File: src/verilog/sspc_pkg.sv
// package for the strap, switch sense and position block
// assumes a 10 MHz clock and a 32-bit AXI4-Lite bus
package sspc_pkg;
  // clock rate in MHz, used to turn times into cycles
  localparam int CLK_MHZ          = 10;
  // timing figures in their own units
  localparam int SENSE_PERIOD_US  = 1024;
  localparam int CMP_DEBOUNCE_US  = 64;
  localparam int FLOAT_DEBOUNCE_MS = 64;
  localparam int POWERUP_MS       = 10;
  // derived cycle counts
  localparam int SENSE_PERIOD_CYC = SENSE_PERIOD_US * CLK_MHZ;
  localparam int CMP_DEBOUNCE_CYC = CMP_DEBOUNCE_US * CLK_MHZ;
  localparam int PULSE_CYC        = 2 * CMP_DEBOUNCE_CYC;
  localparam int FLOAT_DEB_CYC    = FLOAT_DEBOUNCE_MS * 1000 * CLK_MHZ;
  localparam int POWERUP_CYC      = POWERUP_MS * 1000 * CLK_MHZ;
  // register byte offsets
  localparam logic [7:0] OFS_CTRL   = 8'h00;
  localparam logic [7:0] OFS_TARGET = 8'h04;
  localparam logic [7:0] OFS_FRAME  = 8'h08;
  localparam logic [7:0] OFS_CSUM   = 8'h0C;
  localparam logic [7:0] OFS_STATUS = 8'h10;
  // control field positions
  localparam int CTRL_MODE_BIT = 0;
  localparam int CTRL_STOP_BIT = 1;
  // reset values
  localparam logic [15:0] TARGET_RST = 16'h0000;
  localparam logic [15:0] POS_RST    = 16'h0000;
  // half-step position sign bit
  localparam int HALF_SIGN_BIT = 12;
  // axi responses
  localparam logic [1:0] RESP_OKAY   = 2'h0;
  localparam logic [1:0] RESP_SLVERR = 2'h2;
  // strap decision states
  typedef enum logic [2:0] {
    ST_FLOAT = 3'b001,
    ST_LOW   = 3'b010,
    ST_HIGH  = 3'b100
  } sspc_strap_t;
  // motion states
  typedef enum logic [2:0] {
    MV_IDLE  = 3'b001,
    MV_RUN   = 3'b010,
    MV_DECEL = 3'b100
  } sspc_move_t;
endpackage

File: src/verilog/sspc_top.sv
// strap address sensing, end-switch snapshot and circular position control
// assumes async comparator pins and same-clock status flags
//
// Contract
// - position wraps circularly per step mode range
// - new target picks shorter circular direction
// - high and low sense drives alternate, never both
// - one sense pulse per 1024 us
// - comparator debounced 64 us before use
// - comparator 1 sets High or Low
// - comparator 0 drops to Float per side
// - strap state gives address bit or float
// - Float held 64 ms starts secure move
// - end switch open 0, closed 1
// - switch and position update on pulses only
// - switch and position latched together
// - position frame layout with checksum
// - power-up within 10 ms, then standby
// - power-up loads reset and stored values
// - bridge high impedance after reset
// - soft stop ramps, then target takes position
// - new target only when thermal, electrical ok (secure move loads its target regardless)
//
// Design decisions made here: the register offsets and register access over AXI4-Lite.
`timescale 1ns/1ps
module sspc_top
  import sspc_pkg::*;
#(
  parameter int SENSE_CYC   = SENSE_PERIOD_CYC,
  parameter int FLOAT_CYC   = FLOAT_DEB_CYC,
  parameter int PWRUP_CYC   = POWERUP_CYC,
  parameter int STEP_CYC    = 1000,
  parameter int DECEL_STEPS = 8
) (
  // clock and reset
  input  wire logic        aclk,
  input  wire logic        aresetn,
  // axi4-lite write address
  input  wire logic [7:0]  s_axi_awaddr,
  input  wire logic        s_axi_awvalid,
  output logic             s_axi_awready,
  // axi4-lite write data
  input  wire logic [31:0] s_axi_wdata,
  input  wire logic [3:0]  s_axi_wstrb,
  input  wire logic        s_axi_wvalid,
  output logic             s_axi_wready,
  // axi4-lite write response
  output logic [1:0]       s_axi_bresp,
  output logic             s_axi_bvalid,
  input  wire logic        s_axi_bready,
  // axi4-lite read address
  input  wire logic [7:0]  s_axi_araddr,
  input  wire logic        s_axi_arvalid,
  output logic             s_axi_arready,
  // axi4-lite read data
  output logic [31:0]      s_axi_rdata,
  output logic [1:0]       s_axi_rresp,
  output logic             s_axi_rvalid,
  input  wire logic        s_axi_rready,
  // strap and switch sensing
  input  wire logic        strap_comparator_out,
  input  wire logic        end_switch_pin,
  output logic             high_side_sense_drive,
  output logic             low_side_sense_drive,
  output logic             strap_address_bit,
  output logic             strap_floating,
  // status flags from neighbouring blocks
  input  wire logic        logic_supply_reset_flag,
  input  wire logic        step_loss_flag,
  input  wire logic        electrical_defect_flag,
  input  wire logic        undervoltage_flag,
  input  wire logic        thermal_shutdown_flag,
  input  wire logic        thermal_warning_flag,
  input  wire logic [1:0]  temperature_info,
  input  wire logic [5:0]  node_address_upper,
  // stored configuration
  input  wire logic        nv_step_mode,
  input  wire logic [15:0] nv_secure_position,
  // motion side
  output logic             step_pulse,
  output logic             step_dir_neg,
  output logic             bridge_hiz,
  output logic             secure_move_start,
  output logic             standby_ready
);

  // pin synchronisers
  logic       scmp_s1_q, scmp_s2_q;      // strap comparator stages
  logic       sw_s1_q, sw_s2_q;          // switch comparator stages
  // sense sequencer
  logic [15:0] period_cnt_q;             // period position
  logic        side_q;                   // 1: high-side turn
  logic        pulse_end;                // last cycle of a pulse
  logic        cmp_last_q;               // last synced comparator
  logic [15:0] stable_cnt_q;             // stable run length
  logic        deb_ok;                   // debounced value is usable
  // strap machine
  sspc_strap_t strap_q;                  // strap decision
  logic        float_armed_q;            // float by transition
  logic [19:0] float_cnt_q;              // float persistence
  logic        secure_fire;              // secure move request
  // snapshot
  logic        esw_q;                    // end-switch state
  logic [15:0] snap_pos_q;               // position at that pulse
  // power-up
  logic        load_q;                   // load pending
  logic [19:0] pu_cnt_q;                 // power-up timer
  logic        pu_done_q;                // standby reached
  // motion
  sspc_move_t  mv_q;                     // motion state
  logic        mode16_q;                 // 1: sixteenth micro-step
  logic [15:0] act_pos_q;                // actual position
  logic [15:0] tgt_pos_q;                // target position
  logic        dir_q;                    // 1: decreasing
  logic [15:0] step_cnt_q;               // step timer
  logic [7:0]  decel_left_q;             // steps left in ramp
  logic        step_tick;                // step due this cycle
  logic [15:0] diff;                     // circular distance
  logic        at_tgt;                   // actual equals target
  logic        stop_req;                 // soft stop write
  logic        cmd_wr;                   // target write
  logic        cmd_ok;                   // motion permitted
  logic [31:0] tgt_wr;                   // merged target write
  logic [15:0] new_diff;                 // distance to new target
  logic [15:0] act_step;                 // position one step on
  // bus
  logic        aw_have_q, w_have_q;      // captured halves
  logic [7:0]  aw_addr_q;                // captured write address
  logic [31:0] w_data_q;                 // captured write data
  logic [3:0]  w_strb_q;                 // captured strobes
  logic        wr_fire;                  // write performed now
  logic [31:0] frame_word;               // data bytes 1 to 4
  logic [7:0]  csum;                     // frame checksum
  logic [31:0] rd_mux;                   // read data select
  logic        rd_hit;                   // read address mapped

  // fold a position into the step mode range
  function automatic logic [15:0] wrap_pos(input logic [15:0] p, input logic m16);
    wrap_pos = m16 ? p : {{3{p[HALF_SIGN_BIT]}}, p[HALF_SIGN_BIT:0]};
  endfunction

  // merge a word under byte strobes
  function automatic logic [31:0] merge(input logic [31:0] o, input logic [31:0] n,
                                        input logic [3:0] s);
    for (int i = 0; i < 4; i++) begin
      merge[8*i +: 8] = s[i] ? n[8*i +: 8] : o[8*i +: 8];
    end
  endfunction

  // two-stage synchronisers for both comparators
  always_ff @(posedge aclk) begin
    if (!aresetn) begin
      scmp_s1_q <= 1'b0;
      scmp_s2_q <= 1'b0;
      sw_s1_q   <= 1'b0;
      sw_s2_q   <= 1'b0;
    end else begin
      scmp_s1_q <= strap_comparator_out;
      scmp_s2_q <= scmp_s1_q;
      sw_s1_q   <= end_switch_pin;
      sw_s2_q   <= sw_s1_q;
    end
  end

  always_ff @(posedge aclk) begin
    if (!aresetn) begin
      period_cnt_q <= 16'h0000;
      side_q       <= 1'b0;
    end else if (period_cnt_q == 16'(SENSE_CYC - 1)) begin
      period_cnt_q <= 16'h0000;
      side_q       <= ~side_q;
    end else begin
      period_cnt_q <= period_cnt_q + 16'h0001;
    end
  end

  always_ff @(posedge aclk) begin
    if (!aresetn) begin
      high_side_sense_drive <= 1'b0;
      low_side_sense_drive  <= 1'b0;
    end else begin
      high_side_sense_drive <= (period_cnt_q < 16'(PULSE_CYC)) & side_q;
      low_side_sense_drive  <= (period_cnt_q < 16'(PULSE_CYC)) & ~side_q;
    end
  end

  assign pulse_end = period_cnt_q == 16'(PULSE_CYC);

  always_ff @(posedge aclk) begin
    if (!aresetn) begin
      cmp_last_q   <= 1'b0;
      stable_cnt_q <= 16'h0000;
    end else begin
      cmp_last_q <= scmp_s2_q;
      if (!(high_side_sense_drive | low_side_sense_drive)) begin
        stable_cnt_q <= 16'h0000;
      end else if (scmp_s2_q != cmp_last_q) begin
        stable_cnt_q <= 16'h0000;
      end else if (stable_cnt_q < 16'(CMP_DEBOUNCE_CYC)) begin
        stable_cnt_q <= stable_cnt_q + 16'h0001;
      end
    end
  end

  assign deb_ok = stable_cnt_q == 16'(CMP_DEBOUNCE_CYC);

  // strap decision, evaluated once per pulse
  always_ff @(posedge aclk) begin
    if (!aresetn) begin
      strap_q       <= ST_FLOAT;
      float_armed_q <= 1'b0;
    end else if (pulse_end && deb_ok) begin
      case (strap_q)
        ST_FLOAT, ST_LOW, ST_HIGH: begin
          if (cmp_last_q) begin
            strap_q <= side_q ? ST_LOW : ST_HIGH;
          end else if (!side_q && strap_q == ST_HIGH) begin
            strap_q       <= ST_FLOAT;
            float_armed_q <= 1'b1;
          end else if (side_q && strap_q == ST_LOW) begin
            strap_q       <= ST_FLOAT;
            float_armed_q <= 1'b1;
          end
        end
        default: strap_q <= ST_FLOAT;
      endcase
    end else if (strap_q != ST_FLOAT) begin
      float_armed_q <= 1'b0;
    end
  end

  assign strap_address_bit = strap_q == ST_HIGH;
  assign strap_floating    = strap_q == ST_FLOAT;

  always_ff @(posedge aclk) begin
    if (!aresetn) begin
      float_cnt_q <= 20'h00000;
    end else if (!float_armed_q || strap_q != ST_FLOAT) begin
      float_cnt_q <= 20'h00000;
    end else if (float_cnt_q != 20'(FLOAT_CYC)) begin
      float_cnt_q <= float_cnt_q + 20'h00001;
    end
  end

  assign secure_fire = float_cnt_q == 20'(FLOAT_CYC - 1);

  always_ff @(posedge aclk) begin
    if (!aresetn) begin
      secure_move_start <= 1'b0;
    end else begin
      secure_move_start <= secure_fire & pu_done_q;
    end
  end

  // switch and position snapshot on each pulse
  always_ff @(posedge aclk) begin
    if (!aresetn) begin
      esw_q      <= 1'b0;
      snap_pos_q <= POS_RST;
    end else if (pulse_end) begin
      esw_q      <= sw_s2_q;
      snap_pos_q <= act_pos_q;
    end
  end

  always_ff @(posedge aclk) begin
    if (!aresetn) begin
      load_q    <= 1'b1;
      pu_cnt_q  <= 20'h00000;
      pu_done_q <= 1'b0;
    end else begin
      load_q <= 1'b0;
      if (pu_cnt_q == 20'(PWRUP_CYC - 1)) begin
        pu_done_q <= 1'b1;
      end else begin
        pu_cnt_q <= pu_cnt_q + 20'h00001;
      end
    end
  end

  assign standby_ready = pu_done_q;
  assign bridge_hiz = ~pu_done_q;

  // step mode: stored, then software
  always_ff @(posedge aclk) begin
    if (!aresetn) begin
      mode16_q <= 1'b0;
    end else if (load_q) begin
      mode16_q <= nv_step_mode;
    end else if (wr_fire && aw_addr_q == OFS_CTRL && w_strb_q[0]) begin
      mode16_q <= w_data_q[CTRL_MODE_BIT];
    end
  end

  assign stop_req = wr_fire && aw_addr_q == OFS_CTRL && w_strb_q[0] && w_data_q[CTRL_STOP_BIT];
  assign cmd_wr   = wr_fire && aw_addr_q == OFS_TARGET;
  assign cmd_ok   = pu_done_q & ~thermal_shutdown_flag & ~electrical_defect_flag
                    & (mv_q != MV_DECEL);
  assign diff     = wrap_pos(tgt_pos_q - act_pos_q, mode16_q);
  assign at_tgt   = diff == 16'h0000;
  assign step_tick = step_cnt_q == 16'(STEP_CYC - 1);
  assign tgt_wr    = merge({16'h0000, tgt_pos_q}, w_data_q, w_strb_q);
  assign new_diff  = wrap_pos(tgt_wr[15:0] - act_pos_q, mode16_q);
  assign act_step  = wrap_pos(dir_q ? act_pos_q - 16'h0001 : act_pos_q + 16'h0001, mode16_q);

  // step rate timer
  always_ff @(posedge aclk) begin
    if (!aresetn || mv_q == MV_IDLE || step_tick) begin
      step_cnt_q <= 16'h0000;
    end else begin
      step_cnt_q <= step_cnt_q + 16'h0001;
    end
  end

  // target register and direction choice
  always_ff @(posedge aclk) begin
    if (!aresetn) begin
      tgt_pos_q <= TARGET_RST;
      dir_q     <= 1'b0;
    end else if (mv_q == MV_DECEL && step_tick && (decel_left_q == 8'h01 || at_tgt)) begin
      // ramp end: target takes actual, including a step landing now
      tgt_pos_q <= at_tgt ? act_pos_q : act_step;
    end else if (secure_fire && pu_done_q) begin
      tgt_pos_q <= wrap_pos(nv_secure_position, mode16_q);
      dir_q     <= wrap_pos(nv_secure_position - act_pos_q, mode16_q) >> 15 != 16'h0000;
    end else if (cmd_wr && cmd_ok) begin
      tgt_pos_q <= wrap_pos(tgt_wr[15:0], mode16_q);
      dir_q     <= new_diff[15];
    end
  end

  // motion state machine
  always_ff @(posedge aclk) begin
    if (!aresetn) begin
      mv_q         <= MV_IDLE;
      decel_left_q <= 8'h00;
    end else begin
      case (mv_q)
        MV_IDLE: begin
          if (!at_tgt && pu_done_q) mv_q <= MV_RUN;
        end
        MV_RUN: begin
          if (stop_req) begin
            mv_q         <= MV_DECEL;
            decel_left_q <= 8'(DECEL_STEPS);
          end else if (at_tgt) begin
            mv_q <= MV_IDLE;
          end
        end
        MV_DECEL: begin
          if (step_tick) begin
            decel_left_q <= decel_left_q - 8'h01;
            if (decel_left_q == 8'h01 || at_tgt) mv_q <= MV_IDLE;
          end
        end
        default: mv_q <= MV_IDLE;
      endcase
    end
  end

  always_ff @(posedge aclk) begin
    if (!aresetn) begin
      act_pos_q  <= POS_RST;
      step_pulse <= 1'b0;
    end else begin
      step_pulse <= 1'b0;
      if (mv_q != MV_IDLE && step_tick && !at_tgt) begin
        act_pos_q  <= act_step;
        step_pulse <= 1'b1;
      end
    end
  end

  assign step_dir_neg = dir_q;

  // position frame bytes 1 to 4
  assign frame_word = {esw_q, node_address_upper, strap_address_bit, snap_pos_q,
                       logic_supply_reset_flag, step_loss_flag, electrical_defect_flag,
                       undervoltage_flag, thermal_shutdown_flag, thermal_warning_flag,
                       temperature_info};

  always_comb begin
    logic [8:0] acc;
    acc = 9'h000;
    for (int i = 3; i >= 0; i--) begin
      acc = {1'b0, acc[7:0]} + {1'b0, frame_word[8*i +: 8]} + {8'h00, acc[8]};
    end
    acc  = {1'b0, acc[7:0]} + {8'h00, acc[8]};
    csum = ~acc[7:0];
  end

  // write channel capture, either order
  always_ff @(posedge aclk) begin
    if (!aresetn) begin
      aw_have_q <= 1'b0;
      w_have_q  <= 1'b0;
      aw_addr_q <= 8'h00;
      w_data_q  <= 32'h00000000;
      w_strb_q  <= 4'h0;
    end else if (wr_fire) begin
      aw_have_q <= 1'b0;
      w_have_q  <= 1'b0;
    end else begin
      if (s_axi_awvalid && s_axi_awready) begin
        aw_have_q <= 1'b1;
        aw_addr_q <= s_axi_awaddr;
      end
      if (s_axi_wvalid && s_axi_wready) begin
        w_have_q <= 1'b1;
        w_data_q <= s_axi_wdata;
        w_strb_q <= s_axi_wstrb;
      end
    end
  end

  assign s_axi_awready = ~aw_have_q & ~s_axi_bvalid;
  assign s_axi_wready  = ~w_have_q & ~s_axi_bvalid;
  assign wr_fire       = aw_have_q & w_have_q & ~s_axi_bvalid;

  // write response
  always_ff @(posedge aclk) begin
    if (!aresetn) begin
      s_axi_bvalid <= 1'b0;
      s_axi_bresp  <= RESP_OKAY;
    end else if (wr_fire) begin
      s_axi_bvalid <= 1'b1;
      s_axi_bresp  <= (aw_addr_q == OFS_CTRL || aw_addr_q == OFS_TARGET) ? RESP_OKAY
                                                                         : RESP_SLVERR;
    end else if (s_axi_bready) begin
      s_axi_bvalid <= 1'b0;
    end
  end

  // read decode
  always_comb begin
    rd_hit = 1'b1;
    case (s_axi_araddr)
      OFS_CTRL:   rd_mux = {31'h00000000, mode16_q};
      OFS_TARGET: rd_mux = {16'h0000, tgt_pos_q};
      OFS_FRAME:  rd_mux = frame_word;
      OFS_CSUM:   rd_mux = {24'h000000, csum};
      OFS_STATUS: rd_mux = {24'h000000, pu_done_q, mv_q, float_armed_q, strap_q};
      default: begin
        rd_mux = 32'h00000000;
        rd_hit = 1'b0;
      end
    endcase
  end

  assign s_axi_arready = ~s_axi_rvalid;

  // read response
  always_ff @(posedge aclk) begin
    if (!aresetn) begin
      s_axi_rvalid <= 1'b0;
      s_axi_rdata  <= 32'h00000000;
      s_axi_rresp  <= RESP_OKAY;
    end else if (s_axi_arvalid && s_axi_arready) begin
      s_axi_rvalid <= 1'b1;
      s_axi_rdata  <= rd_mux;
      s_axi_rresp  <= rd_hit ? RESP_OKAY : RESP_SLVERR;
    end else if (s_axi_rready) begin
      s_axi_rvalid <= 1'b0;
    end
  end

endmodule

File: config.mk
export PLATFORM = sky130hd
export DESIGN_NAME = sspc_top
export DESIGN_NICKNAME = d
export VERILOG_FILES = /design/src/verilog/sspc_pkg.sv /design/src/verilog/sspc_top.sv
export SDC_FILE = /design/constraint.sdc
export NUM_CORES = 1
export LEC_CHECK = 0
export BUFFER_PORTS_ARGS = -buffer_cell sky130_fd_sc_hd__buf_2
export CAP_MARGIN = 15
export CELL_PAD_IN_SITES_DETAIL_PLACEMENT = 1
export CELL_PAD_IN_SITES_GLOBAL_PLACEMENT = 1
export CORE_MARGIN = 1.5
export CORE_UTILIZATION = 25
export DETAILED_ROUTE_END_ITERATION = 16
export HOLD_SLACK_MARGIN = 0.06
export MAX_ROUTING_LAYER = met4
export PLACE_DENSITY_LB_ADDON = 0.1
export SLEW_MARGIN = 10
export SYNTH_ARGS = -nofsm -noshare
export SYNTH_HDL_FRONTEND = slang
export SYNTH_SLANG_ARGS = --single-unit
export TNS_END_PERCENT = 30
File: constraint.sdc
create_clock -name aclk -period 9.3 [get_ports aclk]
set_input_delay 1.395 -clock aclk [delete_from_list [all_inputs] [get_ports aclk]]
set_output_delay 1.395 -clock aclk [all_outputs]
set_load 0.01 [all_outputs]
==> run_results.csv <==
group,metric,value,unit
sta,max_freq,138,MHz
job,cap_violations,0,
placement,place_hpwl,35.0,mm
cells_and_area,design_area,15700,um^2
clock_network,cts-root-buf,"clkbuf_16",
synthesis,synth_edf_count,0,
floorplan,ios,142,
clock_network,cts_sinks,230,
sta,slew_headroom,19.5,%
synthesis,synth_fa_ha_area_share,9.38,%
setup_path,max_stage_delay,430,ps
cells_and_area,multi_input_area,8290,um^2
detailed_routing,dr.pass1.iters,5,
synthesis,synth_area_per_cell,8.07,um^2
cells_and_area,register_area,4600,um^2
clock_network,holdBufCountCts,0,
power_and_ir_drop,p_leak,6.10,nW
sta,worst_pin_slew,1200,ps
sta,hold_viol,0,
synthesis,yosysMostFrequentCell,"dfxtp_1",
detailed_routing,drc,0,
floorplan,die-area,55100,um^2
detailed_routing,vias,12200,
synthesis,synth_compound_area_share,16.4,%
sta,finalClockSkew,16.9,ps
synthesis,synth_cells,1664,
cells_and_area,area_growth,17.1,%
cells_and_area,drive_gt1_share,12.4,%
synthesis,netlist_area,13400,um^2
placement,dp_cells,2418,
sta,fin_crit_sh,78.1,%
synthesis,synth-seq-area-share,34.3,%
setup_path,start_kind,"primary input",
cells_and_area,fillers,6352,
floorplan,start_util,25.4,%
global_routing,grt_pass1_vias,12700,
synthesis,synth_warnings,0,
floorplan,chipHeight,235,um
clock_network,cts_buffers,30,
floorplan,rows,84,
sta,setup_tns,0,ps
clock_network,path_clk_slew,60,ps
outcome,outcome,"completed",
clock_network,clock_path_buffers,3,
floorplan,die_w,235,um
synthesis,synth-simple-area-share,24.6,%
clock_network,worstSkewPairLatency,590,ps
sta,period_minus_slack,7260,ps
sta,rsz0062_at_grt,"false",
hold_path,hold_class,"reg2reg",
detailed_routing,postRouteAntennaNets,0,
cells_and_area,final_cell_count_no_fill,2473,
detailed_routing,vias_per_cell,4.93,
detailed_routing,wl_per_cell,18.6,um
clock_network,cts_resized,0,
setup_path,cp_data_arrival_time,7800,ps
synthesis,synthXorXnorAreaFrac,7.31,%
global_routing,antenna_found_initial,1,
setup_path,crit_top_cell,"a21oi_1",
synthesis,synthTopCellsByArea,"dfxtp_1, ha_1, nand2_1",
synthesis,synthArstFlopShare,0,%
global_routing,grt_max_degree,83,
placement,placed_cell_area,14700,um^2
clock_network,cts_htree_levels,1,
power_and_ir_drop,ir_drop,0.140,mV
detailed_routing,first_iter_violations,448,
sta,finalMaxSlewViolations,0,
floorplan,design.core.area,52900,um^2
detailed_routing,routed_wl,46.0,mm
synthesis,yosysTopAreaCellShare,34.3,%
cells_and_area,layout.nets,1951,
synthesis,synthMuxAreaShare,3.87,%
synthesis,synth_common_cells,"dfxtp_1, nand2_1, nor2_1",
clock_network,tritoncts,"built",
setup_path,required,9840,ps
global_routing,grtUsageTotal,17.1,%
synthesis,ys_types,81,
clock_network,post_cts_buffers,0,
setup_path,path_max_fanout,3,
sta,setup_viol,0,
setup_path,cp_slowest_cell,"fa_1",
synthesis,ys_ff_latch,230,
synthesis,dominantRegCellSynth,"dfxtp_1",
synthesis,synth_largest_area_cell,"dfxtp_1",
setup_path,crit_type,"in2reg",
global_routing,grt_first_pass_wirelength,72.8,mm
placement,gp_congestion,0.814,
global_routing,grt_overflow,0,
synthesis,synth_top_family_by_area,"simple AND/OR/NAND/NOR gates",
setup_path,end_kind,"flip-flop",
power_and_ir_drop,p_per_area,149,nW/um^2
placement,portBuffers,121,
==> placed cells by master, fill, tap and decap left out, types with 16 or more instances in the layout <==
cell	synthesis	routed
and3_1	28	28
mux2i_1	35	35
a21oi_1	130	130
buf_2	6	121
or3_1	21	21
ha_1	91	91
xor2_1	57	57
o21ai_0	62	62
and2_1	17	17
nand3_1	88	88
inv_1	71	70
nand2_1	212	212
nor3_1	29	29
clkbuf_16	0	30
xnor2_1	55	55
a21o_1	16	16
nor2_1	170	170
o21a_1	17	17
dfxtp_1	230	230
nor2b_1	23	22
nand4_1	24	24
==> metal layers <==
metal	share of wire, %	vias up	GRT usage, %
li1	-	6063	-
met4	1.8	0	3.96
met2	47	156	28.8
met1	48	5915	22.0
met3	2.8	47	1.77
met5	0	-	-
==> through the flow <==
stage	utilization, %	worst slack, ps	power [W]	hold slack (ps)
3_3_place_gp	27.8	1480	0.00119	417
4_1_cts	29.7	2010	0.00239	431
5_1_grt	29.7	1340	0.00245	446
3_5_place_dp	27.8	1400	0.00119	422
2_1_floorplan	-	2230	0.00113	408
6_report	29.7	2040	0.00234	429
==> area by class of cell <==
class / count / area share, %
diodes: 1 / 0.0159
repair buffers: 133 / 4.42
clock buffers: 43 / 5.53
flip-flops and latches: 230 / 29.3
inverters: 71 / 1.71
multi-input cells: 1296 / 52.7
clock inverters: 11 / 0.859
well taps: 688 / 5.47
==> cells by family (layout without fill, tap and decap cells) <==
family                     after synthesis  count (layout)
and+or+nand+nor                        687             687
AOI/OAI and AO/OA                      348             348
DFF                                    230             230
buffers and inverters                  139             258
xor gates and xnor gates               112             112
adders and majority gates               97              97
muxes                                   50              50
other                                    1               3
==> where the power goes <==
| group | switching [W] | total, W | internal [W] | leakage, nW |
|---|---|---|---|---|
| logic | 0.0000937 | 0.000151 | 0.0000571 | 3.74 |
| registers | 0.0000132 | 0.00101 | 0.00100 | 1.86 |
| clock network | 0.000475 | 0.00118 | 0.000703 | 0.491 |
==> sequential cells by signal, summed over array words and instances (netlist names), 16 cells and up <==
signal / cells
w_data_q: 16
pu_cnt_q: 20
tgt_pos_q: 16
period_cnt_q: 16
step_cnt_q: 16
float_cnt_q: 20
stable_cnt_q: 16
snap_pos_q: 16
act_pos_q: 16
s_axi_rdata: 32
==> path summary, 6_finish.rpt <==
kind | startpoint | end | slack (ps) | depth (start not counted)
hold / removal | stable_cnt_q[14] | stable_cnt_q[14] | 430 | 2
setup reg to reg | strap_q[1] | s_axi_rdata[6] | 2050 | 37
hold reg to reg | stable_cnt_q[14] | stable_cnt_q[14] | 430 | 2
setup / recovery | node_address_upper[1] | s_axi_rdata[6] | 2040 | 34
==> critical path: cells and delay by family <==
kind / cells / cell delay (ps)
AO/OA/AOI/OAI: 18 / 3200
adder cells (fa/ha/maj): 7 / 2430
AND/OR/NAND/NOR: 8 / 640
buffers and inverters: 1 / 120
Power figures use the tool's default switching activity.
